## src/include/mac_control_map.vh

```
// Register indices, field positions and reset values of the MAC control block
`ifndef MAC_CONTROL_MAP_VH
`define MAC_CONTROL_MAP_VH

// ------------------------------------------------------------
// Register indices (byte address is four times the index)
// ------------------------------------------------------------
`define MAC_CTL_IDX      10'h0E7
`define MAC_ACC0_IDX     10'h0E8
`define MAC_ACC4_IDX     10'h0EC

// ------------------------------------------------------------
// Control fields
// ------------------------------------------------------------
`define MAC_CTL_RESET    8'h00
`define MAC_IE_BIT       7
`define MAC_FILL_BIT     6
`define MAC_RSH_MSB      5
`define MAC_RSH_LSB      3
`define MAC_WSH_MSB      2
`define MAC_WSH_LSB      0

// ------------------------------------------------------------
// Widths and constant values
// ------------------------------------------------------------
`define MAC_ACC_WIDTH    40
`define MAC_ACC_BYTES    5
`define MAC_ACC_ZERO     40'h0000000000
`define MAC_BYTE_ZERO    8'h00
`define MAC_WORD_ZERO    32'h00000000

`endif

```

## src/hw/mac_shift_views.v

```verilog
// Shifted read and write views of the accumulator
`timescale 1ns/1ps
`include "mac_control_map.vh"

module mac_shift_views #(
   parameter WIDTH = `MAC_ACC_WIDTH
) (
   input  wire [WIDTH-1:0] accIn,
   input  wire [WIDTH-1:0] dataIn,
   input  wire [2:0]       readShift,
   input  wire [2:0]       writeShift,
   input  wire             fillBit,
   output wire [WIDTH-1:0] readView,
   output wire [WIDTH-1:0] writeView
);

   // ------------------------------------------------------------
   // Views
   // ------------------------------------------------------------
   wire [WIDTH-1:0] fillMask;

   // Sign copies of the top bit fill vacated upper positions
   assign readView  = $signed(accIn) >>> readShift;

   // Vacated low bits take the fill value, top bits fall off
   assign fillMask  = ~({WIDTH{1'b1}} << writeShift);
   assign writeView = (dataIn << writeShift) | (fillMask & {WIDTH{fillBit}});

endmodule // mac_shift_views

```

## src/hw/mac_control_and_shift.v

```verilog
// MAC control register, accumulator byte window and completion interrupt
//
// How it works
// - Any control write clears the whole accumulator.
// - Enable bit arms a completion interrupt request.
// - Fill bit selects ones or zeros.
// - Read shift zero returns accumulator unchanged.
// - Nonzero read shift: arithmetic right shift.
// - Write shift zero stores data unchanged.
// - Nonzero write shift: left shift, fill low.
// - Accumulator seen as five byte registers.
`timescale 1ns/1ps
`include "mac_control_map.vh"

module mac_control_and_shift #(
   parameter ADDR_WIDTH = 12
) (
   input  wire                       sys_clk,
   input  wire                       nrst,
   input  wire                       psel,
   input  wire                       penable,
   input  wire                       pwrite,
   input  wire [ADDR_WIDTH-1:0]      paddr,
   input  wire [31:0]                pwdata,
   output reg  [31:0]                prdata,
   output wire                       pready,
   output wire                       pslverr,
   input  wire                       calcStart,
   input  wire                       calcDone,
   input  wire                       accLoad,
   input  wire [`MAC_ACC_WIDTH-1:0]  accLoadValue,
   output wire [`MAC_ACC_WIDTH-1:0]  accValue,
   output wire                       calcIrq
);

   // ------------------------------------------------------------
   // State
   // ------------------------------------------------------------
   reg  [7:0]                 macControl;
   reg  [`MAC_ACC_WIDTH-1:0]  acc;
   reg  [`MAC_ACC_WIDTH-1:0]  writeImage;
   reg                        irqArmed;
   reg                        irqPending;

   // ------------------------------------------------------------
   // Decode
   // ------------------------------------------------------------
   wire [ADDR_WIDTH-3:0]      wordIdx;
   wire                       hitCtl;
   wire                       hitAcc;
   wire [2:0]                 byteSel;
   wire [ADDR_WIDTH-3:0]      accOffset;
   wire                       access;
   wire                       ctlWrite;
   wire                       accWrite;
   wire                       topRead;
   wire [`MAC_ACC_WIDTH-1:0]  next_writeImage;
   wire [`MAC_ACC_WIDTH-1:0]  readView;
   wire [`MAC_ACC_WIDTH-1:0]  writeView;
   wire [7:0]                 readByte [0:`MAC_ACC_BYTES-1];
   reg  [31:0]                next_prdata;

   assign wordIdx   = paddr[ADDR_WIDTH-1:2];
   assign accOffset = wordIdx - `MAC_ACC0_IDX;
   assign byteSel   = accOffset[2:0];
   assign hitCtl    = (wordIdx == `MAC_CTL_IDX);
   assign hitAcc    = (wordIdx >= `MAC_ACC0_IDX) && (wordIdx <= `MAC_ACC4_IDX);
   assign access    = psel && penable;
   assign ctlWrite  = access && pwrite && hitCtl;
   assign accWrite  = access && pwrite && hitAcc;
   assign topRead   = access && !pwrite && (wordIdx == `MAC_ACC4_IDX);

   // Zero wait states; read data is prepared in the setup cycle
   assign pready    = 1'b1;
   assign pslverr   = access && !(hitCtl || hitAcc);

   // ------------------------------------------------------------
   // Byte lanes
   // ------------------------------------------------------------
   // Bytes written by the CPU are kept unshifted so a later byte
   // does not shift earlier ones a second time
   genvar k;
   generate
      for (k = 0; k < `MAC_ACC_BYTES; k = k + 1) begin : g_byte
         assign next_writeImage[8*k+7:8*k] = (byteSel == k) ?
            pwdata[7:0] : writeImage[8*k+7:8*k];
         assign readByte[k] = readView[8*k+7:8*k];
      end
   endgenerate

   mac_shift_views #(
      .WIDTH      (`MAC_ACC_WIDTH)
   ) u_views (
      .accIn      (acc),
      .dataIn     (next_writeImage),
      .readShift  (macControl[`MAC_RSH_MSB:`MAC_RSH_LSB]),
      .writeShift (macControl[`MAC_WSH_MSB:`MAC_WSH_LSB]),
      .fillBit    (macControl[`MAC_FILL_BIT]),
      .readView   (readView),
      .writeView  (writeView)
   );

   // ------------------------------------------------------------
   // Read data
   // ------------------------------------------------------------
   always @* begin
      next_prdata = `MAC_WORD_ZERO;
      if (hitCtl) begin
         next_prdata[7:0] = macControl;
      end else if (hitAcc) begin
         next_prdata[7:0] = readByte[byteSel];
      end
   end

   always @(posedge sys_clk or negedge nrst) begin
      if (!nrst) begin
         prdata <= `MAC_WORD_ZERO;
      end else if (psel && !penable && !pwrite) begin
         prdata <= next_prdata;
      end
   end

   // ------------------------------------------------------------
   // Control and accumulator
   // ------------------------------------------------------------
   // A CPU write wins over an engine load in the same cycle
   always @(posedge sys_clk or negedge nrst) begin
      if (!nrst) begin
         macControl <= `MAC_CTL_RESET;
         acc        <= `MAC_ACC_ZERO;
         writeImage <= `MAC_ACC_ZERO;
      end else if (ctlWrite) begin
         macControl <= pwdata[7:0];
         acc        <= `MAC_ACC_ZERO;
         writeImage <= `MAC_ACC_ZERO;
      end else if (accWrite) begin
         writeImage <= next_writeImage;
         acc        <= writeView;
      end else if (accLoad) begin
         acc        <= accLoadValue;
      end
   end

   assign accValue = acc;

   // ------------------------------------------------------------
   // Completion interrupt
   // ------------------------------------------------------------
   // Enable is captured when the calculation starts, so later
   // control writes affect only the next calculation
   always @(posedge sys_clk or negedge nrst) begin
      if (!nrst) begin
         irqArmed   <= 1'b0;
         irqPending <= 1'b0;
      end else begin
         if (calcStart) begin
            irqArmed <= macControl[`MAC_IE_BIT];
         end
         if (calcDone && irqArmed) begin
            irqPending <= 1'b1;
         end else if (topRead || ctlWrite) begin
            irqPending <= 1'b0;
         end
      end
   end

   assign calcIrq = irqPending;

endmodule // mac_control_and_shift

```

## config.mk

```make
export PLATFORM = sky130hd
export DESIGN_NAME = mac_control_and_shift
export DESIGN_NICKNAME = d
export VERILOG_FILES = /design/src/hw/mac_shift_views.v /design/src/hw/mac_control_and_shift.v
export VERILOG_INCLUDE_DIRS = /design/src /design/src/include
export SDC_FILE = /design/constraint.sdc
export NUM_CORES = 1
export LEC_CHECK = 0
export BUFFER_PORTS_ARGS = -buffer_cell sky130_fd_sc_hd__clkbuf_2
export CORE_MARGIN = 2
export CORE_UTILIZATION = 50
export CTS_BUF_LIST = sky130_fd_sc_hd__clkbuf_8
export DETAILED_ROUTE_END_ITERATION = 8
export GPL_TIMING_DRIVEN = 0
export MAX_ROUTING_LAYER = met4
export PLACE_DENSITY = 0.74
export SYNTH_ARGS = -nofsm -noshare
export SYNTH_HDL_FRONTEND = slang
export SYNTH_SLANG_ARGS = --single-unit
```

## constraint.sdc

```tcl
create_clock -name sys_clk -period 6.1 [get_ports sys_clk]
set_input_delay 1.22 -clock sys_clk [delete_from_list [all_inputs] [get_ports sys_clk]]
set_output_delay 1.22 -clock sys_clk [all_outputs]
set_load 0.01 [all_outputs]
```

==> impl_metrics.env, run 1 <==
export IMPL_status="finished clean"
export IMPL_fin_crit_sh=0.677
export IMPL_p_switching_uw=502
export IMPL_hold_violations=0
export IMPL_period_needed_ns=4.13
export IMPL_path_depth=7
export IMPL_min_to="calcIrq$_DFFE_PN0P_"
export IMPL_maxCapViolCount=0
export IMPL_drtIter0Drc=801
export IMPL_crit_chain="buf_2, nand3b_1, nor4_1, clkbuf_1, a21oi_1, nor2b_1, clkbuf_2"
export IMPL_power_density_mw_per_mm2=172
export IMPL_grt_max_degree=56
export IMPL_cts_sinks=98
export IMPL_post_synth_top_count_cell="mux2i_1"
export IMPL_worst_setup_path_type="input port to output pin"
export IMPL_ant_nets=0
export IMPL_cts_buffer_depth=2
export IMPL_die_x_um=130
export IMPL_layout_nets=964
export IMPL_fin_area_mm2=0.00914
export IMPL_drv_slew=0
export IMPL_crit_required_ns=4.88
export IMPL_overflow=0
export IMPL_p_int_uw=1070
export IMPL_synth_seq_cells=98
export IMPL_netlist_area_leader_share=0.307
export IMPL_slew_headroom=0.350
export IMPL_fp_dieH_um=130
export IMPL_rr_startpoint="macControl[5]$_DFFE_PN0P_"
export IMPL_reg2regPathDepth=8
export IMPL_async_reset_ff_frac=1.00
export IMPL_ys_types=68
export IMPL_placed_cell_area_mm2=0.00893
export IMPL_drtPass1Iterations=5
export IMPL_p_sw_frac=0.319
export IMPL_synth_edff_count=0
export IMPL_clock_latency_ns=0.39
export IMPL_postCtsResizedCells=0
export IMPL_h_tree_depth=3
export IMPL_areaGrowthSynthToFinish_pct=14.3
export IMPL_antenna_found_initial=0
export IMPL_path_delay_family="simple AND/OR/NAND/NOR gates"
export IMPL_synthFlopType="dfrtp_1"
export IMPL_setup_viol=0
export IMPL_io_pins=167
export IMPL_rows=46
export IMPL_viasPerCell=6.49
export IMPL_cts_tree="done"
export IMPL_n_antenna_cell=0
export IMPL_cts_buffers_inserted=9
export IMPL_synth_avg_cell_area_um2=11.0
export IMPL_finalSetupTns_ns=0
export IMPL_core_mm2=0.0158
export IMPL_wl_um=26100
export IMPL_seq_power_share=0.480
export IMPL_ir_worst_vdd_mv=0.139
export IMPL_grt_usage=0.319
export IMPL_leakage_uw=0.00383
export IMPL_synth_top_area_cell="dfrtp_1"
export IMPL_finClkSkew_ns=0.0133
export IMPL_crit_buf_inv=3
export IMPL_finalPower_uw=1580
export IMPL_pwr_share_comb=0.237
export IMPL_yosys_warnings=0
export IMPL_drive_gt1_frac=0.334
export IMPL_drc_errors=0
export IMPL_tightest_slew_ns=0.967
export IMPL_place_hpwl_um=20100
export IMPL_postCtsHoldBufs=0
export IMPL_clockPowerShare=0.283
export IMPL_start_kind="input port"
export IMPL_r2r_end="prdata[3]$_DFFE_PN0P_"
export IMPL_die_area_mm2=0.0170
export IMPL_clkTransAtPathRegs_ns=0.09
export IMPL_synthTopCellsByCount="mux2i_1 (119), dfrtp_1 (98), nand2_1 (64)"
export IMPL_wl_per_cell_um=23.9
export IMPL_hp_class="register to register"
export IMPL_gp_congestion=0.989
export IMPL_cts_root_buf="clkbuf_8"
export IMPL_hold_start="calcIrq$_DFFE_PN0P_"
export IMPL_end_kind="output pin"
export IMPL_synthTopCellsByArea="dfrtp_1 (31%), mux2i_1 (15%), mux4_2 (10%), mux2_2 (6.8%), mux4_1 (4.6%)"
export IMPL_worstPathArrival_ns=2.91
export IMPL_grt_pass1_wl_um=39200
export IMPL_syn_cell_area_mm2=0.00799
export IMPL_slowest_delay_ns=0.49
export IMPL_start_util=0.507
export IMPL_synthCells=725
export IMPL_first_global_vias=6726
export IMPL_cp_max_fo=10
export IMPL_ys_seq_area_frac=0.307
export IMPL_post_cts_buffers=0
export IMPL_io_buffers=112
export IMPL_rrSetupSlack_ns=3.75
export IMPL_rsz0062_at_grt="false"
export IMPL_slowest_stage="nor4_1"
export IMPL_vias=7091
export IMPL_fmax_mhz=242
export IMPL_hold_depth=1
state kept, by name, indices dropped and copies added (netlist names):
name        count
writeImage     40
irqArmed        1
macControl      8
prdata          8
calcIrq         1
accValue       40
metrics by stage:
stage | hold WS, ns | util | std cells | setup slack, ns
4_1_cts | 0.506 | 0.579 | 1093 | 1.99
5_1_grt | 0.518 | 0.579 | 1093 | 1.78
2_1_floorplan | 0.465 | - | 748 | 2.47
6_report | 0.497 | 0.579 | 1093 | 1.97
3_5_place_dp | 0.483 | 0.566 | 1077 | 2.00
3_3_place_gp | 0.478 | 0.565 | 1076 | 2.01
layer usage:
metal | routed length [um] | GRT usage | vias to the layer above
li1 | - | - | 3095
met1 | 10700 | 0.416 | 3477
met2 | 12400 | 0.507 | 448
met3 | 2100 | 0.0521 | 71
met4 | 932 | 0.120 | 0
met5 | 0 | - | -
worst max path at each step:
stage	startpoint	end	slack, ns
3_5_place_dp	paddr[11]	pslverr	2.00
2_1_floorplan	paddr[11]	pslverr	2.47
5_1_grt	paddr[7]	pslverr	1.78
6_report	paddr[3]	pslverr	1.97
4_1_cts	paddr[11]	pslverr	1.99
3_3_place_gp	paddr[7]	pslverr	2.01
layout by cell type, fill, tap and decap left out, drive strengths merged, types with 4 or more instances in the layout:
cell / synthesis / final
clkbuf: 28 / 151
mux2i: 119 / 119
dfrtp: 98 / 98
buf: 65 / 66
nand2: 65 / 65
mux4: 50 / 50
mux2: 48 / 48
a22o: 39 / 39
o221ai: 34 / 34
conb: 2 / 25
nor2: 23 / 23
o21ai: 22 / 22
nor3: 11 / 11
a21oi: 9 / 9
o22ai: 8 / 8
nor3b: 8 / 8
a221oi: 8 / 8
nor2b: 7 / 7
inv: 6 / 7
nand3: 6 / 6
and3: 5 / 5
o21bai: 5 / 5
nand2b: 4 / 4
nand3b: 4 / 4
a211oi: 4 / 4
nor4: 4 / 4
area by class of cell:
| class | instances | area [um^2] |
|---|---|---|
| buffer | 93 | 574 |
| clock buffer | 11 | 151 |
| clock inverter | 5 | 53.8 |
| fill | 1426 | 6630 |
| inverter | 7 | 26.3 |
| multi-input combinational | 550 | 5020 |
| sequential | 98 | 2450 |
| tap | 216 | 270 |
| timing repair buffer | 113 | 583 |
cells by family after synthesis:
logic type      after synthesis  synth area share
flops                        98             0.307
other cells                   2          0.000940
compound gates              161             0.161
simple gates                147            0.0917
buf+inv                     100            0.0752
mux                         217             0.364
power groups by stage:
stage / combinational, uW / clock [uW] / sequential, uW
floorplan: 219 / 0 / 751
global route: 401 / 474 / 760
detailed placement: 367 / 0 / 765
finish: 373 / 446 / 757
global placement: 363 / 0 / 765
CTS: 368 / 446 / 752
No activity file was read; power rests on OpenSTA's default activity.
==> run 2: changes to the inputs <==
Settings changed: PLACE_DENSITY 0.74 to 0.77.
Clock period 6.1 ns to 3.7 ns, I/O delays scaled along.
==> run 2 against run 1 <==
Effect of this change: core utilization about the same; clock skew decreased by 0.0028 ns; global-route usage decreased by 0.78 points; die area unchanged; worst setup slack got worse by 1.5 ns; via count about the same; hold slack got worse by 0.065 ns; routed wire length decreased by 2.1%; critical path depth unchanged; critical endpoint unchanged; non-clock buffer count unchanged; sequential share of layout area about the same; clock power increased by 56%.
==> impl_metrics.env, run 2 (same netlist as run 1, synthesis figures left out) <==
export IMPL_status="finished clean"
export IMPL_overflow=0
export IMPL_rows=46
export IMPL_cts_tree="done"
export IMPL_finalSetupTns_ns=0
export IMPL_ant_nets=0
export IMPL_layout_nets=964
export IMPL_worstPathArrival_ns=2.48
export IMPL_n_antenna_cell=0
export IMPL_leakage_uw=0.00383
export IMPL_postCtsResizedCells=0
export IMPL_mostFrequentLayoutCell="mux2i_1"
export IMPL_pre_cts_ws_ns=0.523
export IMPL_drv_slew=0
export IMPL_wl_um=25600
export IMPL_viasPerCell=6.48
export IMPL_slowest_delay_ns=0.64
export IMPL_clkTransAtPathRegs_ns=0.09
export IMPL_post_cts_buffers=0
export IMPL_final_cells=1093
export IMPL_postCtsHoldBufs=0
export IMPL_p_sw_frac=0.328
export IMPL_rr_startpoint="macControl[5]$_DFFE_PN0P_"
export IMPL_end_kind="output pin"
export IMPL_final_cell_mix="mux2i_1 (119), clkbuf_2 (111), dfrtp_1 (98), nand2_1 (64), mux2_2 (48)"
export IMPL_core_mm2=0.0158
export IMPL_wl_per_cell_um=23.4
export IMPL_cts_buffer_depth=2
export IMPL_tightest_slew_ns=0.909
export IMPL_setup_viol=0
export IMPL_gp_congestion=0.966
export IMPL_clock_latency_ns=0.39
export IMPL_slew_headroom=0.389
export IMPL_dp_cells=1077
export IMPL_first_global_vias=6643
export IMPL_fin_ws_ns=0.477
export IMPL_cp_max_fo=10
export IMPL_hp_class="input port to asynchronous set/reset pin"
export IMPL_antenna_found_initial=0
export IMPL_vias=7087
export IMPL_drive_gt1_frac=0.335
export IMPL_io_buffers=112
export IMPL_period_needed_ns=3.22
export IMPL_place_hpwl_um=20000
export IMPL_areaGrowthSynthToFinish_pct=14.3
export IMPL_finClkSkew_ns=0.0104
export IMPL_power_density_mw_per_mm2=280
export IMPL_finalPower_uw=2550
export IMPL_cp_common_cell="clkbuf_2"
export IMPL_ir_worst_vdd_mv=0.198
export IMPL_slowest_stage="nor4_1"
export IMPL_grt_pass1_wl_um=38500
export IMPL_rsz0062_at_grt="false"
export IMPL_fmax_mhz=310
export IMPL_clockPowerShare=0.272
export IMPL_die_area_mm2=0.0170
export IMPL_p_int_uw=1720
export IMPL_cts_sinks=98
export IMPL_pwr_share_comb=0.242
export IMPL_drc_errors=0
export IMPL_fp_dieH_um=130
export IMPL_utilization=0.579
export IMPL_path_delay_family="simple AND/OR/NAND/NOR gates"
export IMPL_p_switching_uw=837
export IMPL_crit_buf_inv=3
export IMPL_cts_buffers_inserted=9
export IMPL_fin_crit_sh=0.871
export IMPL_drtIter0Drc=747
export IMPL_crit_chain="clkbuf_2, nand4b_1, nor4_1, clkbuf_1, a21oi_1, nor2b_1, clkbuf_2"
export IMPL_seq_power_share=0.486
export IMPL_start_util=0.507
export IMPL_io_pins=167
export IMPL_maxCapViolCount=0
export IMPL_grt_usage=0.311
export IMPL_worst_setup_path_type="input port to output pin"
export IMPL_drtPass1Iterations=7
export IMPL_crit_required_ns=2.96
export IMPL_grt_max_degree=51
export IMPL_start_kind="input port"
export IMPL_die_x_um=130
export IMPL_hold_violations=0
export IMPL_critical_path_startpoint="paddr[11]"
export IMPL_cts_root_buf="clkbuf_8"
export IMPL_h_tree_depth=3
run 2: changes by cell type in the layout (fill, tap and decap cells not counted):
cell / delta
clkinvlp_4: -2
bufinv_16: -1
buf_12: -1
clkinv_4: +1
inv_6: +4
buf_16: +1
clkinv_2: -1
inv_1: -1
run 2: stage by stage:
| step | hold slack [ns] | area [um^2] |
|---|---|---|
| floorplan | 0.444 | 8080 |
| global placement | 0.480 | 8910 |
| detailed placement | 0.482 | 8940 |
| CTS | 0.461 | 9130 |
| global route | 0.496 | 9130 |
| finish | 0.432 | 9130 |
run 2: worst register-to-register path, cell delays in order, from the launching register on:
cell       delay (ns)
dfrtp_1          0.38
buf_2            0.25
buf_2            0.27
buf_2            0.28
buf_2            0.31
o221ai_1         0.16
o21ai_0          0.11
o2111ai_1        0.23
a221oi_1         0.31
run 2: power by group through the flow:
stage,clock (uW),sequential [uW],combinational [uW]
floorplan,0,1240,361
global placement,0,1260,599
detailed placement,0,1260,606
CTS,711,1230,609
global route,751,1250,662
finish,696,1240,618
run 2: area by class of cell:
class / instances / area (um^2)
clock buffers: 11 / 151
clock inverters: 5 / 43.8
repair buffers: 113 / 591
plain buffers: 93 / 574
fillers: 1380 / 6640
well taps: 216 / 270
flip-flops and latches: 98 / 2450
inverters: 7 / 26.3
multi-input cells: 550 / 5020
run 2: worst paths after layout:
path / end / cells after the start / slack [ns]
max in group asynchronous: macControl[2]$_DFFE_PN0P_ / 2 / 2.57
min reg2reg: writeImage[18]$_DFFE_PN0P_ / 1 / 0.51
min in group sys_clk: writeImage[18]$_DFFE_PN0P_ / 1 / 0.51
min: prdata[6]$_DFFE_PN0P_ / 1 / 0.43
max reg2reg: prdata[3]$_DFFE_PN0P_ / 8 / 1.31
max: pslverr / 7 / 0.48
run 2: metal layers:
metal,up-vias,track usage,part of all wire
li1,3099,-,-
met1,3468,0.400,0.40
met2,442,0.501,0.48
met3,78,0.0513,0.081
met4,0,0.116,0.041
met5,-,-,0
